===== src/design/rcrb_regs.vh =====
// register map constants for the radio configuration register bank
`ifndef RCRB_REGS_VH
`define RCRB_REGS_VH

// ----------------------------------------
// register offsets
// ----------------------------------------
`define RCRB_ADDR_MAIN_CONTROL 5'h00
`define RCRB_ADDR_AUTO_ACK 5'h01
`define RCRB_ADDR_RX_PIPE 5'h02
`define RCRB_ADDR_ADDR_WIDTH 5'h03
`define RCRB_ADDR_RETRANSMIT 5'h04
`define RCRB_ADDR_STATUS 5'h07

// ----------------------------------------
// serial commands, last bit index and pin idle levels
// ----------------------------------------
`define RCRB_CMD_READ 3'h0
`define RCRB_CMD_WRITE 3'h1
`define RCRB_LAST_BIT 3'h7
`define RCRB_PIN_IDLE 3'h4

// ----------------------------------------
// field positions
// ----------------------------------------
`define RCRB_BIT_MASK_RX 6
`define RCRB_BIT_MASK_TX 5
`define RCRB_BIT_MASK_RT 4
`define RCRB_BIT_CRC_EN 3
`define RCRB_BIT_CRC_LEN 2
`define RCRB_BIT_POWER 1
`define RCRB_BIT_ROLE 0

// ----------------------------------------
// reset values
// ----------------------------------------
`define RCRB_RST_MAIN_CONTROL 7'h08
`define RCRB_RST_AUTO_ACK 6'h3F
`define RCRB_RST_RX_PIPE 6'h03
`define RCRB_RST_ADDR_LEN 2'h3
`define RCRB_RST_RETRY_DELAY 4'h0
`define RCRB_RST_RETRY_COUNT 4'h3

// ----------------------------------------
// address width codes and timing
// ----------------------------------------
`define RCRB_AW_3 2'h1
`define RCRB_AW_4 2'h2
`define RCRB_AW_5 2'h3
`define RCRB_RETRY_STEP_US 250
`define RCRB_REF_CLK_MHZ 50

`endif


===== src/design/rcrb_register_bank.v =====
// radio configuration register bank behind the serial host port
`timescale 1ns/1ns
`include "rcrb_regs.vh"

module rcrb_register_bank
#(
   parameter RETRY_STEP_CYCLES = `RCRB_RETRY_STEP_US * `RCRB_REF_CLK_MHZ
)
(
   input wire ref_clk,
   input wire rst_n,
   input wire spi_csn_n,
   input wire spi_sck,
   input wire spi_mosi,
   output reg spi_miso_out,
   output reg spi_miso_oe,
   input wire rx_data_ready_event,
   input wire tx_done_event,
   input wire retry_limit_event,
   input wire [2:0] rx_pipe_number,
   input wire tx_fifo_full,
   output reg irq_n,
   output reg crc_enable,
   output reg crc_length_select,
   output reg power_on_bit,
   output reg primary_role_select,
   output reg [5:0] auto_ack_enable_out,
   output reg [5:0] rx_pipe_enable_out,
   output reg [1:0] addr_len_field,
   output reg [4:0] addr_byte_used,
   output reg addr_len_illegal,
   output reg [3:0] retry_delay_field,
   output reg [17:0] retry_delay_cycles,
   output reg [3:0] retry_count_field,
   output reg retry_enabled
);

   // ----------------------------------------
   // pin synchronisers
   // ----------------------------------------
   localparam [2:0] PIN_IDLE = `RCRB_PIN_IDLE;
   wire [2:0] pin_raw = {spi_csn_n, spi_sck, spi_mosi};
   wire [2:0] pin_s;
   reg sck_prev;
   reg csn_prev;
   wire csn_s = pin_s[2];
   wire sck_s = pin_s[1];
   wire mosi_s = pin_s[0];
   wire sck_rise = sck_s & ~sck_prev;
   wire sck_fall = ~sck_s & sck_prev;
   wire frame_start = ~csn_s & csn_prev;

   genvar g;
   generate
      for (g = 0; g < 3; g = g + 1)
      begin : pin_sync
         // each stage resets to its pin's idle level, so no false edge follows reset
         reg [1:0] stage;
         always @(posedge ref_clk)
         begin
            if (!rst_n)
               stage <= {2{PIN_IDLE[g]}};
            else
               stage <= {stage[0], pin_raw[g]};
         end
         assign pin_s[g] = stage[1];
      end
   endgenerate

   always @(posedge ref_clk)
   begin
      if (!rst_n)
      begin
         sck_prev <= 1'b0;
         csn_prev <= 1'b1;
      end
      else
      begin
         sck_prev <= sck_s;
         csn_prev <= csn_s;
      end
   end

   // ----------------------------------------
   // register storage
   // ----------------------------------------
   reg [6:0] main_control;
   reg [5:0] auto_ack_enable;
   reg [5:0] rx_pipe_enable;
   reg [1:0] address_width_setup;
   reg [3:0] retry_delay;
   reg [3:0] retry_count;
   reg [2:0] irq_flags;

   // ----------------------------------------
   // serial frame state
   // ----------------------------------------
   reg [7:0] shift_in;
   reg [7:0] shift_out;
   reg [2:0] bit_cnt;
   reg first_byte;
   reg [7:0] cmd;
   reg write_done;
   reg load_pending;

   wire [7:0] rx_byte = {shift_in[6:0], mosi_s};
   wire byte_done = sck_rise & ~csn_s & (bit_cnt == `RCRB_LAST_BIT);
   wire is_write = (cmd[7:5] == `RCRB_CMD_WRITE);
   // only the first data byte of a write lands; trailing bytes are dropped
   wire do_write = byte_done & ~first_byte & is_write & ~write_done;
   wire [4:0] wr_addr = cmd[4:0];
   // crc enable is read back as forced whenever any pipe acknowledges
   wire crc_eff = main_control[`RCRB_BIT_CRC_EN] | (|auto_ack_enable);
   wire [7:0] status_byte = {1'b0, irq_flags, rx_pipe_number, tx_fifo_full};

   reg [7:0] rd_data_q;
   reg [7:0] rd_data;
   always @*
   begin
      rd_data = 8'h00;
      case (rx_byte[4:0])
         `RCRB_ADDR_MAIN_CONTROL: rd_data = {1'b0, main_control[6:4], crc_eff,
            main_control[2:0]};
         `RCRB_ADDR_AUTO_ACK: rd_data = {2'h0, auto_ack_enable};
         `RCRB_ADDR_RX_PIPE: rd_data = {2'h0, rx_pipe_enable};
         `RCRB_ADDR_ADDR_WIDTH: rd_data = {6'h00, address_width_setup};
         `RCRB_ADDR_RETRANSMIT: rd_data = {retry_delay, retry_count};
         `RCRB_ADDR_STATUS: rd_data = status_byte;
         default: rd_data = 8'h00;
      endcase
   end

   always @(posedge ref_clk)
   begin
      if (!rst_n)
      begin
         shift_in <= 8'h00;
         shift_out <= 8'h00;
         bit_cnt <= 3'h0;
         first_byte <= 1'b1;
         cmd <= 8'hFF;
         write_done <= 1'b0;
         load_pending <= 1'b0;
         spi_miso_out <= 1'b0;
         spi_miso_oe <= 1'b0;
      end
      else if (csn_s)
      begin
         bit_cnt <= 3'h0;
         first_byte <= 1'b1;
         cmd <= 8'hFF;
         write_done <= 1'b0;
         load_pending <= 1'b0;
         spi_miso_oe <= 1'b0;
      end
      else
      begin
         spi_miso_oe <= 1'b1;
         if (frame_start)
         begin
            // status goes out while the command byte comes in
            shift_out <= status_byte;
            spi_miso_out <= status_byte[7];
         end
         else if (sck_fall)
         begin
            if (load_pending)
            begin
               shift_out <= rd_data_q;
               spi_miso_out <= rd_data_q[7];
               load_pending <= 1'b0;
            end
            else
            begin
               shift_out <= {shift_out[6:0], 1'b0};
               spi_miso_out <= shift_out[6];
            end
         end
         if (sck_rise)
         begin
            shift_in <= rx_byte;
            bit_cnt <= bit_cnt + 3'h1;
         end
         if (byte_done)
         begin
            first_byte <= 1'b0;
            load_pending <= 1'b1;
            if (first_byte)
               cmd <= rx_byte;
            if (do_write)
               write_done <= 1'b1;
         end
      end
   end

   // read data is captured with the command so later register changes do not tear it
   always @(posedge ref_clk)
   begin
      if (!rst_n)
         rd_data_q <= 8'h00;
      else if (byte_done)
         rd_data_q <= (first_byte && rx_byte[7:5] == `RCRB_CMD_READ) ? rd_data : 8'h00;
   end

   // ----------------------------------------
   // register writes and flags
   // ----------------------------------------
   wire [2:0] flag_set = {rx_data_ready_event, tx_done_event, retry_limit_event};
   wire [2:0] flag_clr = (do_write && wr_addr == `RCRB_ADDR_STATUS) ? rx_byte[6:4] : 3'h0;

   always @(posedge ref_clk)
   begin
      if (!rst_n)
      begin
         main_control <= `RCRB_RST_MAIN_CONTROL;
         auto_ack_enable <= `RCRB_RST_AUTO_ACK;
         rx_pipe_enable <= `RCRB_RST_RX_PIPE;
         address_width_setup <= `RCRB_RST_ADDR_LEN;
         retry_delay <= `RCRB_RST_RETRY_DELAY;
         retry_count <= `RCRB_RST_RETRY_COUNT;
         irq_flags <= 3'h0;
      end
      else
      begin
         // set beats a simultaneous write-one clear
         irq_flags <= (irq_flags & ~flag_clr) | flag_set;
         if (do_write)
         begin
            // reserved bits are not stored, so they always read zero
            case (wr_addr)
               `RCRB_ADDR_MAIN_CONTROL: main_control <= rx_byte[6:0];
               `RCRB_ADDR_AUTO_ACK: auto_ack_enable <= rx_byte[5:0];
               `RCRB_ADDR_RX_PIPE: rx_pipe_enable <= rx_byte[5:0];
               `RCRB_ADDR_ADDR_WIDTH: address_width_setup <= rx_byte[1:0];
               `RCRB_ADDR_RETRANSMIT:
               begin
                  retry_delay <= rx_byte[7:4];
                  retry_count <= rx_byte[3:0];
               end
               // test addresses and the rest take no write, which blunts a stray 18h-1Bh access
               default: retry_count <= retry_count;
            endcase
         end
      end
   end

   // ----------------------------------------
   // decoded outputs
   // ----------------------------------------
   // the step is cut to the 18-bit delay width; sixteen default steps still fit
   wire [31:0] step_full = RETRY_STEP_CYCLES;
   wire [17:0] step_w = step_full[17:0];
   wire [17:0] delay_mult = {14'h0000, retry_delay} + 18'h00001;
   wire [35:0] delay_prod = delay_mult * step_w;

   reg [4:0] next_byte_used;
   always @*
   begin
      case (address_width_setup)
         `RCRB_AW_3: next_byte_used = 5'h07;
         `RCRB_AW_4: next_byte_used = 5'h0F;
         `RCRB_AW_5: next_byte_used = 5'h1F;
         default: next_byte_used = 5'h00;
      endcase
   end

   always @(posedge ref_clk)
   begin
      if (!rst_n)
      begin
         irq_n <= 1'b1;
         crc_enable <= 1'b1;
         crc_length_select <= 1'b0;
         power_on_bit <= 1'b0;
         primary_role_select <= 1'b0;
         auto_ack_enable_out <= `RCRB_RST_AUTO_ACK;
         rx_pipe_enable_out <= `RCRB_RST_RX_PIPE;
         addr_len_field <= `RCRB_RST_ADDR_LEN;
         addr_byte_used <= 5'h1F;
         addr_len_illegal <= 1'b0;
         retry_delay_field <= `RCRB_RST_RETRY_DELAY;
         retry_delay_cycles <= step_w;
         retry_count_field <= `RCRB_RST_RETRY_COUNT;
         retry_enabled <= 1'b1;
      end
      else
      begin
         irq_n <= ~|(irq_flags & ~main_control[`RCRB_BIT_MASK_RX:`RCRB_BIT_MASK_RT]);
         crc_enable <= crc_eff;
         crc_length_select <= main_control[`RCRB_BIT_CRC_LEN];
         power_on_bit <= main_control[`RCRB_BIT_POWER];
         primary_role_select <= main_control[`RCRB_BIT_ROLE];
         auto_ack_enable_out <= auto_ack_enable;
         rx_pipe_enable_out <= rx_pipe_enable;
         addr_len_field <= address_width_setup;
         addr_byte_used <= next_byte_used;
         addr_len_illegal <= (address_width_setup == 2'h0);
         retry_delay_field <= retry_delay;
         retry_delay_cycles <= delay_prod[17:0];
         retry_count_field <= retry_count;
         retry_enabled <= |retry_count;
      end
   end

endmodule // rcrb_register_bank


===== config.mk =====
export PLATFORM = sky130hd
export DESIGN_NAME = rcrb_register_bank
export DESIGN_NICKNAME = d
export VERILOG_FILES = /design/src/design/rcrb_register_bank.v
export VERILOG_INCLUDE_DIRS = /design/src /design/src/design
export SDC_FILE = /design/constraint.sdc
export NUM_CORES = 1
export LEC_CHECK = 0
export ABC_AREA = 1
export BUFFER_PORTS_ARGS = -buffer_cell sky130_fd_sc_hd__buf_2
export CORE_UTILIZATION = 50
export CTS_CLUSTER_DIAMETER = 200
export CTS_CLUSTER_SIZE = 14
export DETAILED_ROUTE_END_ITERATION = 10
export PLACE_DENSITY = 0.73
export SLEW_MARGIN = 20
export SYNTH_ARGS = -nofsm -noshare
export SYNTH_HDL_FRONTEND = slang
export SYNTH_SLANG_ARGS = --single-unit

===== constraint.sdc =====
create_clock -name ref_clk -period 3.4 [get_ports ref_clk]
set_input_delay 0.34 -clock ref_clk [delete_from_list [all_inputs] [get_ports ref_clk]]
set_output_delay 0.34 -clock ref_clk [all_outputs]
set_load 0.01 [all_outputs]

# Yosys cells after proc, flatten, opt, wreduce, memory -nomap -nowiden

Index checks and enable logic that the tools add are counted.
Widths: inputs -> output; s select.

Bits in registers: 130
Logic and storage cells: 113
Input port bits: 12
Output and inout port bits: 54

Add/sub/neg operators: 2
Multiply operators: 1
Mux-type cells: 14
Bitwise gates (word level): 20
Reduce and logical (&&, ||, !) cells: 23
Equal/unequal tests: 16

Operators with widths:

| cell                  | number |
|---|---|
| $pmux 8 s6            | 1 |
| $mux 7                | 3 |
| $eq 5x2->1 const B    | 4 |
| $eq 5x3->1 const B    | 4 |
| $reduce_and 2->1      | 10 |
| $mul 5x12->16 const B | 1 |
| $pmux 5 s3            | 1 |
| $eq 5x1->1 const B    | 2 |
| $logic_not 5->1       | 2 |
| $and 1x1->1           | 8 |
| $mux 8                | 1 |
| $mux 1                | 7 |
| $and 3x3->3           | 2 |
| $not 1->1             | 6 |
| $not 3->3             | 2 |
| $reduce_or 6->1       | 1 |
| $add 4x1->5 const B   | 1 |
| $eq 2x2->1 const B    | 2 |
| $reduce_bool 2->1     | 2 |
| $reduce_or 4->1       | 1 |
| $add 3x1->3 const B   | 1 |
| $eq 3x1->1 const B    | 1 |
| $eq 3x3->1 const B    | 1 |
| $logic_not 3->1       | 1 |
| other kinds (10)      | 11 |

# Depth between registers and ports, before layout

Word-level depth: 12
Depth in mapped cells: 18
Depth with buffers taken out: 18

# Worst setup path after synthesis

No wires, ideal clock.

Path kind: register to register
Start point: register retry_delay[0]
End point: register retry_delay_cycles[15]
Data required time: 3.287 ns
Clock period less this slack: 2.910 ns
Path buffers: 0
Setup time: 0.113 ns
Setup slack: 0.490 ns
Stages on the path, launching flop included: 17
Arrival time: 2.797 ns
Path through: dfxtp_1 > ha_1 > xor2_1 > ha_1 > xnor2_1 > ha_1 > a21o_1 > ha_1 > ha_1 > a21oi_1 > nand2_1 > nand2_1 > nand2_1 > nand2_1 > nand2_1 > nor2_1 > nor2_1

Cells in the longest elaborated chain, start to end: 2

RTL lines:

| element                | RTL line                 | text |
|---|---|---|
| from (decl)            | rcrb_register_bank.v:91  | `reg [3:0] retry_delay;` |
| from (signal assigned) | rcrb_register_bank.v:219 | `` retry_delay <= `RCRB_RST_RETRY_DELAY; `` |
| from (signal assigned) | rcrb_register_bank.v:237 | `retry_delay <= rx_byte[7:4];` |
| $add 4x1->5            | rcrb_register_bank.v:253 | `wire [17:0] delay_mult = {14'h0000, retry_delay} + 18'h00001;` |
| $mul 5x12->16          | rcrb_register_bank.v:254 | `wire [35:0] delay_prod = delay_mult * step_w;` |
| to (signal assigned)   | rcrb_register_bank.v:282 | `retry_delay_cycles <= step_w;` |
| to (signal assigned)   | rcrb_register_bank.v:299 | `retry_delay_cycles <= delay_prod[17:0];` |
| to (decl)              | rcrb_register_bank.v:33  | `output reg [17:0] retry_delay_cycles,` |

No other way between the ends.
A chain may end at the register's enable or synchronous reset.

# Worst setup path after layout

Start point: register retry_delay[1]
End point: register retry_delay_cycles[15]

Same word-level chain as after synthesis.

==> impl_metrics.ini <==
[setup_path]
arrival_ps = 3600
crit_path_end_kind = register
r2r_start = retry_delay[1]$_SDFFE_PN0P_
crit_type = reg -> reg
reg2reg_depth = 18
max_stage_delay_ps = 430
cp_cell_sequence = ha_1, nand2_1, nor2_2, ha_1, xnor2_1, ha_1, a21o_1, ha_1, ha_1, a21oi_1, nand2_1, nand2_1, nand2_1, nand2_1, nand2_1, nand2_1, nand2_1, nor2_1
start_kind = register
path_common_cell = nand2_1
critPathLaunch = retry_delay[1]$_SDFFE_PN0P_
required_ps = 3860
crit_slowest_cell = dfxtp_1
critical_path.max_fanout = 6

[sta]
finalMaxSlewViolations = 0
setup_tns_ps = 0
finalCritPeriodShare_pct = 92.5
fin_crit_ps = 3140
max_slew.worst_pin.slew_ps = 1010
maxSlewHeadroom_pct = 32.4
max_freq_ghz = 0.318
finClkSkew_ps = 9.53
hold_viol = 0
setup_viol = 0
layout_setup_ws_ps = 256

[clock_network]
post_cts_buffers = 0
cts.path.max_buffers = 2
htreeDepth = 4
cts_buffers = 17
cts_tree = built
cts_sinks = 126
root_buffer = clkbuf_8
clk_latency_ps = 530
clk_pin_slew_ps = 60

[logic_synthesis]
synth_area_leaders = dfxtp_1 45%, nand2_1 10%, ha_1 7.4%
synth_cell_types = 39
yosysMostFrequentCell = nand2_1
synth-simple-area-share_pct = 24.4
yosys_warnings = 0
synth_top_area_cell = dfxtp_1
synth_top_family_by_area = simple AND/OR/NAND/NOR gates
synth-xor-area-share_pct = 1.10
synth.top_cells.by_count = 150 x nand2_1, 126 x dfxtp_1, 81 x inv_1, 75 x nor2_1, 54 x a21oi_1
synthMuxAreaShare_pct = 0
synth-async-reset-ratio_pct = 0
synth_compound_area_share_pct = 12.8
synth_edf_count = 0
synth_top_area_share_pct = 45.2
synthCells = 717
synthAdderAreaFrac_pct = 7.76
avgSynthCellArea_sq_um = 7.78
seq_area_frac_synth_pct = 45.2
synth_flop_cell = dfxtp_1
ys_seq_elements = 126
synth_area_sq_mm = 0.00558

[cells_and_area]
synthToLayoutAreaGrowth_pct = 17.0
fillers = 1009
fin_util_pct = 60.2
drive_gt1_share_pct = 16.1
antenna_cells = 0
nets = 824
final_area_sq_mm = 0.00653
ff_latch_area_sq_mm = 0.00252
multiInputGateArea_sq_mm = 0.00259

[detailed_routing]
top_layer = met4
drtIter0Drc = 330
drc = 0
ant_nets = 0
wl_met2_mm = 5.96
met3WireLength_microns = 895
wl_met1_mm = 6.20
routed_wl_mm = 13.3
via_per_inst = 5.19
first_pass_iters = 4
wl_per_cell_microns = 14.2
vias = 4831

[placed_design]
portBuffers = 63
globalplace.congestion = 0.874
dp_slack_ps = 124
dpl_cell_area_sq_mm = 0.00595
dpl.hpwl_mm = 9.47

[global_routing]
overflow = 0
antenna_found_initial = 0
grt_usage_pct = 24.5
first_global_vias = 4434
grt_pass1_wl_mm = 21.5
grt_max_degree = 83

[worst_hold_path]
hp-start = tx_done_event
hold_class = in -> reg
whs_path_depth = 3

[status]
outcome = complete, no violations

[power_and_ir_drop]
p_leak_nw = 3.31
ir_drop_uv = 460
power.density_mw_per_mm2 = 494

[die]
die_h_microns = 108
fp-row-count = 38
die_w_microns = 108
core_sq_mm = 0.0108
start_util_pct = 51.4
ios = 66
dieArea_sq_mm = 0.0116

[job]
max_cap_viol_count = 0
cell families (layout without fill, tap and decap cells):
kind of cell / Yosys count / in the layout
adder cells (fa/ha/maj): 34 / 34
flip-flops: 126 / 126
buffers and inverters: 116 / 189
XOR/XNOR: 7 / 7
AO/OA/AOI/OAI: 130 / 130
AND/OR/NAND/NOR: 303 / 303
other: 1 / 2
sequential cells by signal (all words and copies together), names as in the netlist, 6 cells and up:
| name | flops |
|---|---|
| auto_ack_enable | 6 |
| auto_ack_enable_out | 6 |
| cmd | 8 |
| main_control | 7 |
| pin_sync.stage | 6 |
| rd_data_q | 8 |
| retry_delay_cycles | 16 |
| rx_pipe_enable | 6 |
| rx_pipe_enable_out | 6 |
| shift_in | 7 |
| shift_out | 7 |
power by group:
part | internal, W | switching [W]
registers | 0.00149 | 0.0000108
logic | 0.0000306 | 0.0000645
clock network | 0.000985 | 0.000644
total | 0.00251 | 0.000719
path summary, 6_finish.rpt:
path	slack (ps)	to
worst max-delay path	260	retry_delay_cycles[15]$_SDFF_PN0_
worst min-delay path	30	irq_flags[1]$_SDFF_PN0_
worst max register to register	260	retry_delay_cycles[15]$_SDFF_PN0_
worst min register to register	410	pin_sync[0].stage[1]$_SDFF_PN0_
worst max-delay path, delay by kind of cell, from the launching register on:
kind                     cells  cell delay, ps
XOR/XNOR                     1             110
flip-flops                   1             430
AND/OR/NAND/NOR             10             900
AO/OA/AOI/OAI                2             320
adder cells (fa/ha/maj)      5            1310
through the flow:
stage | hold WS (ps) | power, W | std cells
global route | 39.2 | 0.00333 | 931
detailed placement | 406 | 0.00162 | 896
global placement | 395 | 0.00162 | 896
CTS | 11.1 | 0.00326 | 931
finish | 32.6 | 0.00323 | 931
floorplan | 390 | 0.00160 | 718
timing repair:
item                                    CTS  global route
endpoints found under the setup margin    0             7
endpoints found under the hold margin     3             0
hold buffers                              3             0
gates resized for setup                   0             3
area by class of cell:
cell class | count | share of cell area (%)
timing repair buffer | 71 | 5.87
sequential | 126 | 38.7
inverter | 86 | 4.95
multi-input combinational | 476 | 39.7
clock buffer | 22 | 6.79
clock inverter | 10 | 1.38
tap | 140 | 2.68
metal layers:
| metal | up-vias | GRT usage (%) |
|---|---|---|
| li1 | 2440 | - |
| met1 | 2211 | 32.5 |
| met2 | 162 | 38.1 |
| met3 | 18 | 5.99 |
| met4 | 0 | 9.49 |
| met5 | - | 0 |
placed cells by master (no fill, tap or decap), types with 5 or more instances in the layout:
cell type and n:
nand3_1 32, o21ai_0 48, or2_2 10, inv_1 81
nor2_1 74, buf_2 63, dfxtp_1 125, o211ai_1 19
buf_4 5, nand4_1 18, clkbuf_16 16, a21oi_1 54
ha_1 33, nand2_1 150
Power figures use the tool's default switching activity.
